File: config.mk
export PLATFORM = sky130hd
export DESIGN_NAME = lbb_top
export DESIGN_NICKNAME = d
export VERILOG_FILES = /design/src/design/lbb_pwm.v /design/src/design/lbb_top.v
export VERILOG_INCLUDE_DIRS = /design/src /design/src/design
export SDC_FILE = /design/constraint.sdc
export NUM_CORES = 1
export LEC_CHECK = 0
export BUFFER_PORTS_ARGS = -buffer_cell sky130_fd_sc_hd__buf_2
export CAP_MARGIN = 20
export CORE_ASPECT_RATIO = 1.4
export CORE_MARGIN = 3
export CORE_UTILIZATION = 33
export CTS_BUF_LIST = sky130_fd_sc_hd__clkbuf_4
export CTS_CLUSTER_DIAMETER = 50
export DETAILED_ROUTE_END_ITERATION = 8
export GPL_TIMING_DRIVEN = 0
export PLACE_DENSITY = 0.54
export REMOVE_ABC_BUFFERS = 1
export SYNTH_ARGS = -nofsm -noshare
export SYNTH_HDL_FRONTEND = slang
export SYNTH_SLANG_ARGS = --single-unit
File: constraint.sdc
create_clock -name clk -period 3 [get_ports clk]
set_clock_uncertainty 0.2 [all_clocks]
set_input_delay 0.3 -clock clk [delete_from_list [all_inputs] [get_ports clk]]
set_output_delay 0.3 -clock clk [all_outputs]
set_load 0.1 [all_outputs]
File: src/design/lbb_consts.vh
// constants for the led bank register block
`ifndef LBB_CONSTS_VH
`define LBB_CONSTS_VH

// ----------------------------------------
// bus addresses
// ----------------------------------------
`define LBB_ADDR_STD 7'h36
`define LBB_ADDR_ALT 7'h38

// ----------------------------------------
// register offsets and reset values
// ----------------------------------------
`define LBB_REG_CFG 8'h10
`define LBB_REG_MAIN 8'ha0
`define LBB_REG_AUX 8'hb0
`define LBB_REG_IND 8'hc0
`define LBB_RST_CFG 8'h20
`define LBB_RST_MAIN 8'he0
`define LBB_RST_AUX 8'he0
`define LBB_RST_IND 8'hfc

// ----------------------------------------
// field positions and fixed bits
// ----------------------------------------
`define LBB_CFG_MAIN_ON 0
`define LBB_CFG_AUX_ON 1
`define LBB_CFG_IND_ON 2
`define LBB_CFG_SENSE5 3
`define LBB_CFG_SINK3 4
`define LBB_CFG_FIXED 3'h1
`define LBB_LVL_FIXED 3'h7
`define LBB_IND_FIXED 6'h3f

// ----------------------------------------
// timing
// ----------------------------------------
`define LBB_CLK_HZ 200000000
`define LBB_PWM_HZ 20000
// one pwm period is sixteen slots
`define LBB_SLOT_CYC (`LBB_CLK_HZ / `LBB_PWM_HZ / 16)

// ----------------------------------------
// analog scale codes
// ----------------------------------------
`define LBB_AN_20 2'h0
`define LBB_AN_40 2'h1
`define LBB_AN_70 2'h2
`define LBB_AN_100 2'h3

`endif

File: src/design/lbb_pwm.v
// pwm generator: shared 16-slot counter at 20 khz, duty per group
`include "lbb_consts.vh"
module lbb_pwm #(
	parameter SLOT_CYC = `LBB_SLOT_CYC
)
(
	// clock and reset
	input wire clk,
	input wire rst,
	// duty in sixteenths minus one
	input wire [3:0] duty_a,
	input wire [3:0] duty_b,
	// pwm outputs
	output reg pwm_a,
	output reg pwm_b
);

	reg [15:0] div_q;
	reg [3:0] slot_q;

	// ----------------------------------------
	// period counter
	// ----------------------------------------
	always @(posedge clk)
	begin
		if (rst)
		begin
			div_q <= 16'h0000;
			slot_q <= 4'h0;
			pwm_a <= 1'b0;
			pwm_b <= 1'b0;
		end
		else
		begin
			if (div_q == SLOT_CYC[15:0] - 16'h0001)
			begin
				div_q <= 16'h0000;
				slot_q <= slot_q + 4'h1;
			end
			else
			begin
				div_q <= div_q + 16'h0001;
			end
			// on for duty+1 of 16 slots
			pwm_a <= (slot_q <= duty_a);
			pwm_b <= (slot_q <= duty_b);
		end
	end

endmodule

File: src/design/lbb_top.v
// led bank register block: two-wire slave, registers and brightness decode
// ----------------------------------------
// Summary of operation
// - answer only to address 36h, or 38h when alternate option strap set
// - write: first byte after address picks register, next byte is data
// - configuration register at internal address 10h
// - main, aux, indicator level registers at a0h, b0h, c0h
// - config bit 0 switches main group
// - config bit 1 switches aux group
// - config bit 2 switches indicator sink
// - config bit 3 enables fifth main sink voltage sensing
// - config bit 4 enables third aux sink and its sensing together
// - main level low five bits, 11111 is full scale
// - aux level low five bits, 11111 is full scale
// - level bits 7..5 unused, read as ones, writes ignored
// - indicator level low two bits, 11 is full scale
// - indicator bits 7..2 unused and ignored
// - indicator codes give 20/40/70/100 percent analog, no pwm
// - codes 00..0f: 20 percent analog, duty (code+1)/16
// - codes 10..1f: 40, 70, 100 percent bands per table duties
// - pwm runs at fixed 20 khz
// - reset pin low restores power-on values and disables device
// - acknowledge a matching address byte and every later received byte by pulling data low on ninth clock
// - direction bit 0 is write, 1 is read
// ----------------------------------------
`include "lbb_consts.vh"
module lbb_top #(
	parameter SLOT_CYC = `LBB_SLOT_CYC
)
(
	// clock and synchronous reset
	input wire clk,
	input wire rst,
	// device pins
	input wire reset_n_pin,
	input wire addr_alt,
	input wire scl_in,
	input wire sda_in,
	output reg sda_out,
	output reg sda_oe,
	// group drive
	output reg main_group_on,
	output reg aux_group_on,
	output reg indicator_on,
	output reg fifth_main_sense_on,
	output reg third_aux_sink_on,
	output reg [1:0] main_analog,
	output reg [1:0] aux_analog,
	output reg [1:0] indicator_analog,
	output wire main_pwm,
	output wire aux_pwm
);

	localparam ST_IDLE = 4'b0001;
	localparam ST_RECV = 4'b0010;
	localparam ST_ACK = 4'b0100;
	localparam ST_SEND = 4'b1000;

	// full reset bytes, sliced down to the stored fields below
	localparam [7:0] RST_CFG = `LBB_RST_CFG;
	localparam [7:0] RST_MAIN = `LBB_RST_MAIN;
	localparam [7:0] RST_AUX = `LBB_RST_AUX;
	localparam [7:0] RST_IND = `LBB_RST_IND;

	// ----------------------------------------
	// input synchronisers
	// ----------------------------------------
	reg [1:0] scl_s_q;
	reg [1:0] sda_s_q;
	reg [1:0] rstn_s_q;
	reg [1:0] alt_s_q;
	reg scl_d1_q;
	reg sda_d1_q;
	always @(posedge clk)
	begin
		scl_s_q <= {scl_s_q[0], scl_in};
		sda_s_q <= {sda_s_q[0], sda_in};
		rstn_s_q <= {rstn_s_q[0], reset_n_pin};
		alt_s_q <= {alt_s_q[0], addr_alt};
		scl_d1_q <= scl_s_q[1];
		sda_d1_q <= sda_s_q[1];
	end

	wire scl = scl_s_q[1];
	wire sda = sda_s_q[1];
	wire scl_rise = scl & ~scl_d1_q;
	wire scl_fall = ~scl & scl_d1_q;
	wire start_c = scl & scl_d1_q & sda_d1_q & ~sda;
	wire stop_c = scl & scl_d1_q & ~sda_d1_q & sda;
	wire clr = rst | ~rstn_s_q[1];

	// ----------------------------------------
	// level code decode
	// ----------------------------------------
	// returns {analog[1:0], duty_minus_one[3:0]}
	function [5:0] level_map;
		input [4:0] code;
		begin
			if (code[4] == 1'b0)
				level_map = {`LBB_AN_20, code[3:0]};
			else if (code <= 5'h16)
				level_map = {`LBB_AN_40, code[3:0] + 4'h9};
			else if (code <= 5'h1c)
				level_map = {`LBB_AN_70, code[3:0] + 4'h3};
			else if (code == 5'h1d)
				level_map = {`LBB_AN_100, 4'hc};
			else if (code == 5'h1e)
				level_map = {`LBB_AN_100, 4'he};
			else
				level_map = {`LBB_AN_100, 4'hf};
		end
	endfunction

	// ----------------------------------------
	// serial slave
	// ----------------------------------------
	reg [3:0] st_q;
	reg [3:0] bit_q;
	reg [7:0] sh_q;
	reg [1:0] byte_q;
	reg rd_q;
	reg [7:0] ptr_q;
	reg [4:0] cfg_q;
	reg [4:0] main_level_code;
	reg [4:0] aux_level_code;
	reg [1:0] indicator_level_code;
	reg [7:0] rd_byte;

	always @*
	begin
		case (ptr_q)
			`LBB_REG_CFG: rd_byte = {`LBB_CFG_FIXED, cfg_q};
			`LBB_REG_MAIN: rd_byte = {`LBB_LVL_FIXED, main_level_code};
			`LBB_REG_AUX: rd_byte = {`LBB_LVL_FIXED, aux_level_code};
			`LBB_REG_IND: rd_byte = {`LBB_IND_FIXED, indicator_level_code};
			default: rd_byte = 8'h00;
		endcase
	end

	wire [6:0] my_addr = alt_s_q[1] ? `LBB_ADDR_ALT : `LBB_ADDR_STD;

	always @(posedge clk)
	begin
		if (clr)
		begin
			st_q <= ST_IDLE;
			bit_q <= 4'h0;
			sh_q <= 8'h00;
			byte_q <= 2'h0;
			rd_q <= 1'b0;
			ptr_q <= 8'h00;
			sda_out <= 1'b0;
			sda_oe <= 1'b0;
			cfg_q <= RST_CFG[4:0];
			main_level_code <= RST_MAIN[4:0];
			aux_level_code <= RST_AUX[4:0];
			indicator_level_code <= RST_IND[1:0];
		end
		else if (start_c)
		begin
			st_q <= ST_RECV;
			bit_q <= 4'h0;
			byte_q <= 2'h0;
			sda_oe <= 1'b0;
		end
		else if (stop_c)
		begin
			st_q <= ST_IDLE;
			sda_oe <= 1'b0;
		end
		else
		begin
			case (st_q)
				ST_IDLE:
				begin
					sda_oe <= 1'b0;
				end
				ST_RECV:
				begin
					if (scl_rise)
					begin
						sh_q <= {sh_q[6:0], sda};
						bit_q <= bit_q + 4'h1;
					end
					else if (scl_fall && bit_q == 4'h8)
					begin
						bit_q <= 4'h0;
						if (byte_q == 2'h0 && sh_q[7:1] != my_addr)
						begin
							st_q <= ST_IDLE;
						end
						else
						begin
							// pull data low through the ninth clock
							st_q <= ST_ACK;
							sda_oe <= 1'b1;
							sda_out <= 1'b0;
							if (byte_q == 2'h0)
								rd_q <= sh_q[0];
							else if (byte_q == 2'h1)
								ptr_q <= sh_q;
							else
							begin
								case (ptr_q)
									`LBB_REG_CFG: cfg_q <= sh_q[4:0];
									`LBB_REG_MAIN: main_level_code <= sh_q[4:0];
									`LBB_REG_AUX: aux_level_code <= sh_q[4:0];
									`LBB_REG_IND: indicator_level_code <= sh_q[1:0];
									default: ;
								endcase
							end
							if (byte_q != 2'h2)
								byte_q <= byte_q + 2'h1;
						end
					end
				end
				ST_ACK:
				begin
					if (scl_fall)
					begin
						if (rd_q)
						begin
							// read returns the selected register
							st_q <= ST_SEND;
							sh_q <= rd_byte;
							sda_out <= rd_byte[7];
							sda_oe <= ~rd_byte[7];
							bit_q <= 4'h1;
						end
						else
						begin
							st_q <= ST_RECV;
							sda_oe <= 1'b0;
						end
					end
				end
				ST_SEND:
				begin
					if (scl_fall)
					begin
						if (bit_q == 4'h8)
						begin
							sda_oe <= 1'b0;
							st_q <= ST_IDLE;
						end
						else
						begin
							sda_out <= sh_q[3'h7 - bit_q[2:0]];
							sda_oe <= ~sh_q[3'h7 - bit_q[2:0]];
							bit_q <= bit_q + 4'h1;
						end
					end
				end
				default:
				begin
					st_q <= ST_IDLE;
					sda_oe <= 1'b0;
				end
			endcase
		end
	end

	// ----------------------------------------
	// group drive outputs
	// ----------------------------------------
	wire [5:0] main_map = level_map(main_level_code);
	wire [5:0] aux_map = level_map(aux_level_code);
	wire pa;
	wire pb;

	always @(posedge clk)
	begin
		if (clr)
		begin
			main_group_on <= 1'b0;
			aux_group_on <= 1'b0;
			indicator_on <= 1'b0;
			fifth_main_sense_on <= 1'b0;
			third_aux_sink_on <= 1'b0;
			main_analog <= 2'h0;
			aux_analog <= 2'h0;
			indicator_analog <= 2'h0;
		end
		else
		begin
			main_group_on <= cfg_q[`LBB_CFG_MAIN_ON];
			aux_group_on <= cfg_q[`LBB_CFG_AUX_ON];
			indicator_on <= cfg_q[`LBB_CFG_IND_ON];
			fifth_main_sense_on <= cfg_q[`LBB_CFG_SENSE5];
			third_aux_sink_on <= cfg_q[`LBB_CFG_SINK3];
			main_analog <= main_map[5:4];
			aux_analog <= aux_map[5:4];
			indicator_analog <= indicator_level_code;
		end
	end

	lbb_pwm #(
		.SLOT_CYC(SLOT_CYC)
	) u_pwm (
		.clk(clk),
		.rst(clr),
		.duty_a(main_map[3:0]),
		.duty_b(aux_map[3:0]),
		.pwm_a(pa),
		.pwm_b(pb)
	);

	// pwm gated by group enable so a disabled group never pulses
	assign main_pwm = pa & main_group_on;
	assign aux_pwm = pb & aux_group_on;

endmodule

==> flow_metrics.tcl, run 1 <==
set metrics [dict create \
    slew-limit-headroom_pct 35.9 \
    largest_net_degree_at_the_start_of_global_routing 25 \
    status "finished clean" \
    critical-path-top-delay-family "compound AO/OA/AOI/OAI gates" \
    max_freq_mhz 359 \
    timing.reg2reg.worst_path_depth 14 \
    critPathMaxStageDelay_ns 0.43 \
    overflow 0 \
    setup_viol 0 \
    synth_area_um2 4560 \
    worstHoldPathType "input pin to register" \
    power_frac_clock_pct 35.3 \
    mostFrequentLayoutCells "sky130_fd_sc_hd__dfxtp_1, sky130_fd_sc_hd__nor2_1, sky130_fd_sc_hd__nand2_1, sky130_fd_sc_hd__mux2i_1, sky130_fd_sc_hd__o21ai_0" \
    p_switching_uw 453 \
    power_per_cell_area_nw_per_um2 391 \
    worst_setup_path_start_kind "register" \
    synth-edff-count 0 \
    synth_cell_type_count 59 \
    timing.critical_path.from "aux_level_code[0]$_SDFFE_PP0P_" \
    grt_first_pass_wirelength_um 16700 \
    crit_chain "inv_1 > ha_1 > nor2_2 > a21o_1 > nor2_1 > a221oi_1 > mux2i_1 > ha_1 > nor2b_1 > o21ai_0 > nand2b_1 > a21oi_1 > a41oi_1 > nor2_1" \
    fp.dieArea_um2 15300 \
    final_hold_viol_count 0 \
    design.portCount 21 \
    die-height_um 145 \
    regToRegEndpoint "u_pwm.pwm_b$_SDFF_PP0_" \
    firstDrtPassIters 4 \
    syn_inst 520 \
    worst_ir_drop_vdd_uv 160 \
    p_int_mw 1.48 \
    die_width_um 105 \
    layout.core_utilization_pct 36.8 \
    tritoncts "done" \
    wl_per_cell_um 14.1 \
    worst-path-max-fanout 8 \
    final_nets 558 \
    stdcell_area_um2 4960 \
    timing_max_transition_violations_final 0 \
    reg2reg_from "aux_level_code[0]$_SDFFE_PP0P_" \
    setup.reg_to_reg.worst_slack_ns 0.22 \
    most_frequent_standard_cell_in_the_layout_excluding_fill_and_tap_cells "sky130_fd_sc_hd__dfxtp_1" \
    total_global_routing_track_utilization_pct 13.2 \
    clock-root-buffer "sky130_fd_sc_hd__clkbuf_4" \
    area_growth_pct 8.58 \
    placed_cells 694 \
    min_period_ns 2.78 \
    dpl_worst_slack_ns 0.0788 \
    critical_path_arrival_ns 2.98 \
    antenna_found_initial 1 \
    cts.clk_slew.worst_paths_ns 0.14 \
    initial_core_util_pct 33.9 \
    route.vias.total 3613 \
    cp_data_required_time_ns 3.20 \
    place_hpwl_um 7390 \
    total_power_mw 1.94 \
    drc 0 \
    critPathBufInv 1 \
    io_buffer_count 20 \
    p_seq_share_pct 62.1 \
    setup.worst_path.end "u_pwm.pwm_b$_SDFF_PP0_" \
    rsz0062_at_grt "false" \
    synth_top_flop_cell "sky130_fd_sc_hd__dfxtp_1" \
    synth-warning-count 0 \
    power.share.combinational_pct 2.6 \
    stdcell_count 715 \
    dr.first_iter.drc_count 176 \
    routed_wl_um 10100 \
    postSynthAreaPerCell_um2 8.78 \
    number_of_max_cap_violations 0 \
    yosysSeqAreaShare_pct 39.0 \
    worst-slew-pin-transition_ns 0.953 \
    share_of_the_clock_period_used_by_the_worst_path_after_layout_pct 92.8 \
    postSynthRegisterBits 89 \
    finalWeightedCongestion 0.840 \
    postLayoutSetupSlackWorst_ns 0.215 \
    critPathSlowestCell "sky130_fd_sc_hd__dfxtp_2" \
    cellLeakagePower_nw 1.80 \
    routed_via_density 5.05 \
    htree_levels 3 \
    clkLatencyLatePin_ns 0.44 \
    path_depth 14 \
    cts_made_buffers 9 \
    tritoncts_num_sinks 89 \
    critPathCaptureType "register" \
    via_count_of_the_first_global_routing_pass 3497 \
    core_um2 13500 \
    synth-async-reset-ratio_pct 0 \
    cts_max_path_buffers 2 \
    placement.cell_area_um2 4770 \
    power_switching_share_pct 23.4 \
    placement_rows 50 \
    crit_type "register to register" \
    ant_nets 0 \
    drive_gt1_share_pct 11.3 \
]
## sequential cells by signal, summed over array words and instances (netlist names), 4 cells and up
| name | flops |
|---|---|
| u_pwm.div_q | 16 |
| st_q | 4 |
| main_level_code | 5 |
| u_pwm.slot_q | 4 |
| aux_level_code | 5 |
| cfg_q | 5 |
| ptr_q | 8 |
| bit_q | 4 |
| sh_q | 8 |
## worst min-delay path by stage
stage | startpoint | end | slack [ns] | depth (start not counted)
2_1_floorplan | alt_s_q[0]$_DFF_P_ | alt_s_q[1]$_DFF_P_ | 0.11 | 0
3_3_place_gp | rstn_s_q[0]$_DFF_P_ | rstn_s_q[1]$_DFF_P_ | 0.11 | 0
3_5_place_dp | sda_s_q[0]$_DFF_P_ | sda_s_q[1]$_DFF_P_ | 0.11 | 0
4_1_cts | rst | st_q[0]$_SDFFE_PP1P_ | 0.07 | 3
5_1_grt | rst | st_q[0]$_SDFFE_PP1P_ | 0.11 | 3
6_report | rst | st_q[0]$_SDFFE_PP1P_ | 0.08 | 3
## synthesized netlist by cell type (all sizes together) (3+ instances only)
cell | number | area share, %
and3 | 6 | 0.82
ha | 25 | 6.9
or3 | 3 | 0.41
mux2 | 4 | 0.99
o2111ai | 6 | 1.2
xor2 | 11 | 2.1
inv | 18 | 1.5
clkbuf | 16 | 1.3
and2 | 12 | 1.6
nor4b | 4 | 1.2
xnor2 | 8 | 1.5
nor3 | 8 | 1.1
a21oi | 23 | 2.5
nand3b | 4 | 0.66
dfxtp | 89 | 39
nor2 | 79 | 7.0
nand3 | 20 | 2.6
nor2b | 5 | 0.69
nand2b | 10 | 1.4
o21ai | 31 | 3.4
nand4 | 7 | 1.1
and3b | 3 | 0.58
buf | 13 | 1.7
a31oi | 12 | 1.6
nor4 | 4 | 0.55
mux2i | 30 | 6.6
a41oi | 3 | 0.58
a211oi | 5 | 0.82
nand2 | 35 | 2.9
## routing by layer
metal	vias to the layer above	routed length [um]	GRT usage [%]
met5	-	0	0
met4	0	135	4.79
met3	9	275	2.45
met2	47	5360	24.6
met1	1713	4280	14.6
li1	1844	-	-
## final cells by class
cell class	count	area [um^2]
fill	1393	8490
multi-input combinational	384	2580
sequential	89	1780
tap	182	228
timing repair buffer	25	155
clock buffer	11	82.6
inverter	18	67.6
clock inverter	5	53.8
antenna	1	2.50
## power by group through the flow
stage          clock, mW  combinational [mW]  sequential (mW)
6_report           0.683              0.0507             1.20
5_1_grt            0.746              0.0567             1.21
4_1_cts            0.707              0.0514             1.20
3_5_place_dp           0              0.0472             1.23
3_3_place_gp           0              0.0445             1.23
2_1_floorplan          0              0.0298             1.23
## kinds of logic after synthesis
| group | count (synthesis) | share of synthesized area (%) |
|---|---|---|
| AO/OA/AOI/OAI | 96 | 13.1 |
| XOR/XNOR | 19 | 3.65 |
| adder cells (fa/ha/maj) | 25 | 6.85 |
| buffers and inverters | 47 | 4.50 |
| flip-flops | 89 | 39.0 |
| multiplexers | 36 | 8.55 |
| AND/OR/NAND/NOR | 208 | 24.3 |
## repair_timing
item                                   4_1_cts  5_1_grt
hold buffers                                 4        0
gates resized for setup                      0        4
endpoints found under the hold margin        4        0
setup buffers                                0        0
setup endpoints to repair                    0        2
## per-stage QoR
stage               setup TNS, ns  hold slack, ns
finish                          0          0.0773
global route                    0           0.111
detailed placement              0           0.113
CTS                             0          0.0671
global placement            -1.29           0.110
floorplan                       0           0.110
## worst register-to-register path: stages (launching register included)
cell and delay (ns):
sky130_fd_sc_hd__dfxtp_2 0.43, sky130_fd_sc_hd__inv_1 0.09, sky130_fd_sc_hd__ha_1 0.23, sky130_fd_sc_hd__nor2_2 0.18, sky130_fd_sc_hd__a21o_1 0.20, sky130_fd_sc_hd__nor2_1 0.06
sky130_fd_sc_hd__a221oi_1 0.24, sky130_fd_sc_hd__mux2i_1 0.13, sky130_fd_sc_hd__ha_1 0.33, sky130_fd_sc_hd__nor2b_1 0.13, sky130_fd_sc_hd__o21ai_0 0.15, sky130_fd_sc_hd__nand2b_1 0.08
sky130_fd_sc_hd__a21oi_1 0.15, sky130_fd_sc_hd__a41oi_1 0.06, sky130_fd_sc_hd__nor2_1 0.09
Power figures use the tool's default switching activity.
==> inputs of run 2 (changes only) <==
--- a/config.mk
+++ b/config.mk
@@ -11,7 +11,6 @@
 export CORE_ASPECT_RATIO = 1.4
 export CORE_MARGIN = 3
 export CORE_UTILIZATION = 33
-export CTS_BUF_LIST = sky130_fd_sc_hd__clkbuf_4
 export CTS_CLUSTER_DIAMETER = 50
 export DETAILED_ROUTE_END_ITERATION = 8
 export GPL_TIMING_DRIVEN = 0
==> flow_metrics.tcl, run 2 (same netlist as run 1, synthesis figures left out) <==
set metrics [dict create \
    final_nets 558 \
    num_antenna_cells 0 \
    cts_made_buffers 9 \
    cp_data_required_time_ns 3.08 \
    total_global_routing_track_utilization_pct 13.3 \
    drc 0 \
    p_int_mw 1.86 \
    die-height_um 145 \
    firstDrtPassIters 4 \
    cts_max_path_buffers 2 \
    dpl_worst_slack_ns 0.0788 \
    reg.largest.list "u_pwm.div_q (16), ptr_q (8), sh_q (8)" \
    drive_gt1_share_pct 10.9 \
    final_hold_viol_count 0 \
    mostFrequentLayoutCells "sky130_fd_sc_hd__dfxtp_1, sky130_fd_sc_hd__nor2_1, sky130_fd_sc_hd__nand2_1, sky130_fd_sc_hd__mux2i_1, sky130_fd_sc_hd__o21ai_0" \
    route.vias.total 3638 \
    placement.cell_area_um2 4770 \
    overflow 0 \
    power_per_cell_area_nw_per_um2 462 \
    postCtsSetupBuffers 0 \
    fp.dieArea_um2 15300 \
    worst-slew-pin-transition_ns 0.953 \
    critPathCaptureType "register" \
    rsz0062_at_grt "false" \
    p_switching_uw 505 \
    routed_via_density 5.10 \
    grt_first_pass_wirelength_um 16700 \
    setup_tns_ns 0 \
    wl_per_cell_um 14.2 \
    critical_path_arrival_ns 2.86 \
    timing.reg2reg.worst_path_depth 14 \
    total_power_mw 2.36 \
    status "finished clean" \
    ant_nets 0 \
    die_width_um 105 \
    place_hpwl_um 7390 \
    antenna_found_initial 0 \
    crit_type "register to register" \
    fillCellCount 1369 \
    p_seq_share_pct 50.9 \
    io_buffer_count 20 \
    initial_core_util_pct 33.9 \
    worst_ir_drop_vdd_uv 200 \
    core_um2 13500 \
    timing.hold.worst_endpoint "sda_s_q[1]$_DFF_P_" \
    most_frequent_standard_cell_in_the_layout_excluding_fill_and_tap_cells "sky130_fd_sc_hd__dfxtp_1" \
    cts.clk_slew.worst_paths_ns 0.06 \
    timing_max_transition_violations_final 0 \
    postLayoutSetupSlackWorst_ns 0.219 \
    share_of_the_clock_period_used_by_the_worst_path_after_layout_pct 92.7 \
    power_switching_share_pct 21.4 \
    regToRegEndpoint "u_pwm.pwm_b$_SDFF_PP0_" \
    via_count_of_the_first_global_routing_pass 3504 \
    power_frac_clock_pct 46.9 \
    stdcell_area_um2 5100 \
    routed_wl_um 10100 \
    setup_viol 0 \
    slew-limit-headroom_pct 35.9 \
    stdcell_count 714 \
    registers.top_by_ff_count "u_pwm.div_q" \
    max_freq_mhz 360 \
    worst_hold_path.num_cells 0 \
    placed_cells 694 \
    worst_setup_path_start_kind "register" \
    area_growth_pct 11.8 \
    reg2reg_from "aux_level_code[0]$_SDFFE_PP0P_" \
    multi_input_area_um2 2580 \
    tritoncts_num_sinks 89 \
    worst-path-max-fanout 8 \
    finalWeightedCongestion 0.840 \
    number_of_max_cap_violations 0 \
    placement_rows 50 \
    largest_net_degree_at_the_start_of_global_routing 25 \
    regArea_um2 1780 \
    worstHoldPathType "register to register" \
    largest_register_ffs 16 \
    cellLeakagePower_nw 1.86 \
    clock-root-buffer "sky130_fd_sc_hd__clkbuf_16" \
    min_from "sda_s_q[0]$_DFF_P_" \
    clkLatencyLatePin_ns 0.34 \
    power.share.combinational_pct 2.1 \
    htree_levels 3 \
    setup.reg_to_reg.worst_slack_ns 0.22 \
    dr.first_iter.drc_count 188 \
    tritoncts "done" \
    min_period_ns 2.78 \
    design.portCount 21 \
]
## run 2: changes by cell type in the layout (fill, tap and decap cells not counted)
cell	delta
sky130_fd_sc_hd__clkbuf_1	+2
sky130_fd_sc_hd__clkbuf_16	+9
sky130_fd_sc_hd__clkbuf_4	-11
sky130_fd_sc_hd__diode_2	-1
## run 2: worst max path at each step
stage	startpoint	endpoint	cells after the start
2_1_floorplan	aux_level_code[0]$_SDFFE_PP0P_	u_pwm.pwm_b$_SDFF_PP0_	14
3_3_place_gp	rst	bit_q[3]$_SDFFE_PP0P_	6
3_5_place_dp	aux_level_code[0]$_SDFFE_PP0P_	u_pwm.pwm_b$_SDFF_PP0_	14
4_1_cts	aux_level_code[0]$_SDFFE_PP0P_	u_pwm.pwm_b$_SDFF_PP0_	14
5_1_grt	rstn_s_q[1]$_DFF_P_	bit_q[3]$_SDFFE_PP0P_	5
6_report	aux_level_code[0]$_SDFFE_PP0P_	u_pwm.pwm_b$_SDFF_PP0_	14
## run 2: repair_timing
| item | CTS | global route |
|---|---|---|
| setup endpoints to repair | 0 | 2 |
| endpoints found under the hold margin | 4 | 0 |
| hold buffers | 4 | 0 |
| gates resized for setup | 0 | 4 |
## run 2: final cells by class
cell class / instances / area share (%)
clock buffer: 11 / 4.56
clock inverter: 5 / 1.05
inverter: 18 / 1.32
multi-input combinational: 384 / 50.6
sequential: 89 / 35.0
tap: 182 / 4.46
timing repair buffer: 25 / 3.04
## run 2: per-layer routing
layer	GRT usage [%]	routed length, um
met1	14.7	4260
met2	24.7	5410
met3	2.58	319
met4	4.79	158
met5	0	0
## run 2: power groups by stage
stage	registers, mW	clock network [mW]	logic, mW
2_1_floorplan	1.23	0	0.0298
3_3_place_gp	1.23	0	0.0445
3_5_place_dp	1.23	0	0.0472
4_1_cts	1.20	1.13	0.0513
5_1_grt	1.20	1.17	0.0567
6_report	1.20	1.11	0.0507
## run 2: critical path, stage by stage (launching register included)
cell and delay (ns):
sky130_fd_sc_hd__dfxtp_2 0.41, sky130_fd_sc_hd__inv_1 0.09, sky130_fd_sc_hd__ha_1 0.23, sky130_fd_sc_hd__nor2_2 0.18, sky130_fd_sc_hd__a21o_1 0.20, sky130_fd_sc_hd__nor2_1 0.06, sky130_fd_sc_hd__a221oi_1 0.24, sky130_fd_sc_hd__mux2i_1 0.13
sky130_fd_sc_hd__ha_1 0.33, sky130_fd_sc_hd__nor2b_1 0.13, sky130_fd_sc_hd__o21ai_0 0.15, sky130_fd_sc_hd__nand2b_1 0.08, sky130_fd_sc_hd__a21oi_1 0.15, sky130_fd_sc_hd__a41oi_1 0.06, sky130_fd_sc_hd__nor2_1 0.09
## run 2: through the flow
step / hold WS (ns) / util (%)
after floorplan: 0.110 / -
final: 0.126 / 37.9
after CTS: 0.128 / 37.9
after global routing: 0.132 / 37.9
after detailed placement: 0.113 / 35.5
after global placement: 0.110 / 35.3
==> inputs of run 3 (changes only) <==
--- a/config.mk
+++ b/config.mk
@@ -8,13 +8,15 @@
 export LEC_CHECK = 0
 export BUFFER_PORTS_ARGS = -buffer_cell sky130_fd_sc_hd__buf_2
 export CAP_MARGIN = 20
+export CELL_PAD_IN_SITES_DETAIL_PLACEMENT = 1
+export CELL_PAD_IN_SITES_GLOBAL_PLACEMENT = 1
 export CORE_ASPECT_RATIO = 1.4
 export CORE_MARGIN = 3
 export CORE_UTILIZATION = 33
 export CTS_CLUSTER_DIAMETER = 50
 export DETAILED_ROUTE_END_ITERATION = 8
 export GPL_TIMING_DRIVEN = 0
-export PLACE_DENSITY = 0.54
+export PLACE_DENSITY = 0.65
 export REMOVE_ABC_BUFFERS = 1
 export SYNTH_ARGS = -nofsm -noshare
 export SYNTH_HDL_FRONTEND = slang
==> flow_metrics.tcl, run 3 (same netlist as run 1, synthesis figures left out) <==
set metrics [dict create \
    via_count_of_the_first_global_routing_pass 3834 \
    cts_max_path_buffers 2 \
    worstHoldPathType "input pin to register" \
    tritoncts "done" \
    clock-root-buffer "sky130_fd_sc_hd__clkbuf_16" \
    die-height_um 145 \
    critPathCaptureType "register" \
    htree_levels 3 \
    dpl_worst_slack_ns 0.0500 \
    drc 0 \
    min_period_ns 2.74 \
    reg.largest.list "u_pwm.div_q (16), ptr_q (8), sh_q (8)" \
    cp_data_required_time_ns 3.08 \
    mostFrequentLayoutCells "sky130_fd_sc_hd__dfxtp_1, sky130_fd_sc_hd__nor2_1, sky130_fd_sc_hd__nand2_1, sky130_fd_sc_hd__mux2i_1, sky130_fd_sc_hd__o21ai_0" \
    setup.reg_to_reg.worst_slack_ns 0.26 \
    place_hpwl_um 8300 \
    cts.clk_slew.worst_paths_ns 0.07 \
    worst_setup_path_start_kind "register" \
    initial_core_util_pct 33.9 \
    status "finished clean" \
    routed_wl_um 11200 \
    routed_via_density 5.19 \
    number_of_max_cap_violations 0 \
    stdcell_count 715 \
    core_um2 13500 \
    wl_per_cell_um 15.6 \
    min_from "rst" \
    largest_net_degree_at_the_start_of_global_routing 25 \
    die_width_um 105 \
    finalWeightedCongestion 0.784 \
    area_growth_pct 12.4 \
    firstDrtPassIters 6 \
    max_freq_mhz 365 \
    io_buffer_count 20 \
    worst_ir_drop_vdd_uv 250 \
    total_global_routing_track_utilization_pct 15.2 \
    worst_hold_path.num_cells 3 \
    most_frequent_standard_cell_in_the_layout_excluding_fill_and_tap_cells "sky130_fd_sc_hd__dfxtp_1" \
    worst-slew-pin-transition_ns 0.983 \
    largest_register_ffs 16 \
    timing_max_transition_violations_final 0 \
    timing.hold.worst_endpoint "st_q[0]$_SDFFE_PP1P_" \
    antenna_found_initial 0 \
    clkLatencyLatePin_ns 0.35 \
    final_nets 559 \
    power_per_cell_area_nw_per_um2 461 \
    share_of_the_clock_period_used_by_the_worst_path_after_layout_pct 91.3 \
    fillCellCount 1600 \
    postLayoutSetupSlackWorst_ns 0.260 \
    fp.dieArea_um2 15300 \
    hold_slack_ns 0.0681 \
    total_power_mw 2.37 \
    num_antenna_cells 0 \
    setup_tns_ns 0 \
    placement.cell_area_um2 4790 \
    crit_type "register to register" \
    layout.core_utilization_pct 38.2 \
    tritoncts_num_sinks 89 \
    worst-path-max-fanout 8 \
    grt_first_pass_wirelength_um 18900 \
    slew-limit-headroom_pct 33.8 \
    regArea_um2 1790 \
    registers.top_by_ff_count "u_pwm.div_q" \
    ant_nets 0 \
    stdcell_area_um2 5130 \
    route.vias.total 3711 \
    reg2reg_from "aux_level_code[0]$_SDFFE_PP0P_" \
    timing.reg2reg.worst_path_depth 14 \
    postCtsSetupBuffers 0 \
    overflow 0 \
    setup_viol 0 \
    multi_input_area_um2 2590 \
    placement_rows 50 \
    regToRegEndpoint "u_pwm.pwm_b$_SDFF_PP0_" \
    placed_cells 695 \
    final_hold_viol_count 0 \
    dr.first_iter.drc_count 117 \
    cellLeakagePower_nw 1.87 \
    critical_path_arrival_ns 2.82 \
    drive_gt1_share_pct 11.6 \
    cts_made_buffers 9 \
    design.portCount 21 \
]
-- run 3: cell types whose count changed in the layout (fill, tap and decap cells not counted), sizes merged --
cell,before,now
clkbuf,11,9
bufinv,1,0
clkinvlp,0,2
clkinv,3,0
buf,21,22
inv,19,23
-- run 3: per-layer routing --
layer	track usage, %	wire (um)	up-vias
met3	2.71	216	14
li1	-	-	1853
met1	17.3	4670	1811
met4	5.38	176	0
met5	0	0	-
met2	28.0	6100	33
-- run 3: final cells by class --
class	instances	share of cell area, %
clock buffer	9	4.39
timing repair buffer	26	3.32
tap	182	4.44
sequential	89	34.8
inverter	18	1.32
clock inverter	7	1.29
multi-input combinational	384	50.4
-- run 3: where the power goes --
group	switching [mW]	total, mW	internal [mW]
Sequential	0.0103	1.20	1.19
Clock	0.529	1.11	0.585
Combinational	0.0333	0.0536	0.0203
-- run 3: worst max-delay path by stage --
stage,start,end,slack (ns),cells past startpoint
floorplan,aux_level_code[0]$_SDFFE_PP0P_,u_pwm.pwm_b$_SDFF_PP0_,0.44,14
global placement,rst,bit_q[3]$_SDFFE_PP0P_,-0.54,6
detailed placement,aux_level_code[0]$_SDFFE_PP0P_,u_pwm.pwm_b$_SDFF_PP0_,0.05,14
CTS,aux_level_code[0]$_SDFFE_PP0P_,u_pwm.pwm_b$_SDFF_PP0_,0.03,14
global route,aux_level_code[0]$_SDFFE_PP0P_,u_pwm.pwm_b$_SDFF_PP0_,-0.006,14
finish,aux_level_code[0]$_SDFFE_PP0P_,u_pwm.pwm_b$_SDFF_PP0_,0.26,14
-- run 3: critical path: stages, from the launching register on --
cell,delay (ns)
sky130_fd_sc_hd__dfxtp_4,0.40
sky130_fd_sc_hd__inv_1,0.09
sky130_fd_sc_hd__ha_1,0.25
sky130_fd_sc_hd__nor2_4,0.15
sky130_fd_sc_hd__a21o_1,0.19
sky130_fd_sc_hd__nor2_1,0.06
sky130_fd_sc_hd__a221oi_1,0.21
sky130_fd_sc_hd__mux2i_1,0.14
sky130_fd_sc_hd__ha_1,0.33
sky130_fd_sc_hd__nor2b_1,0.13
sky130_fd_sc_hd__o21ai_0,0.14
sky130_fd_sc_hd__nand2b_1,0.07
sky130_fd_sc_hd__a21oi_1,0.15
sky130_fd_sc_hd__a41oi_1,0.06
sky130_fd_sc_hd__nor2_1,0.10
-- run 3: timing repair --
item / CTS / global route
setup endpoints to repair: 0 / 2
hold buffers: 4 / 0
gates resized for setup: 0 / 7
hold endpoints to repair: 4 / 0
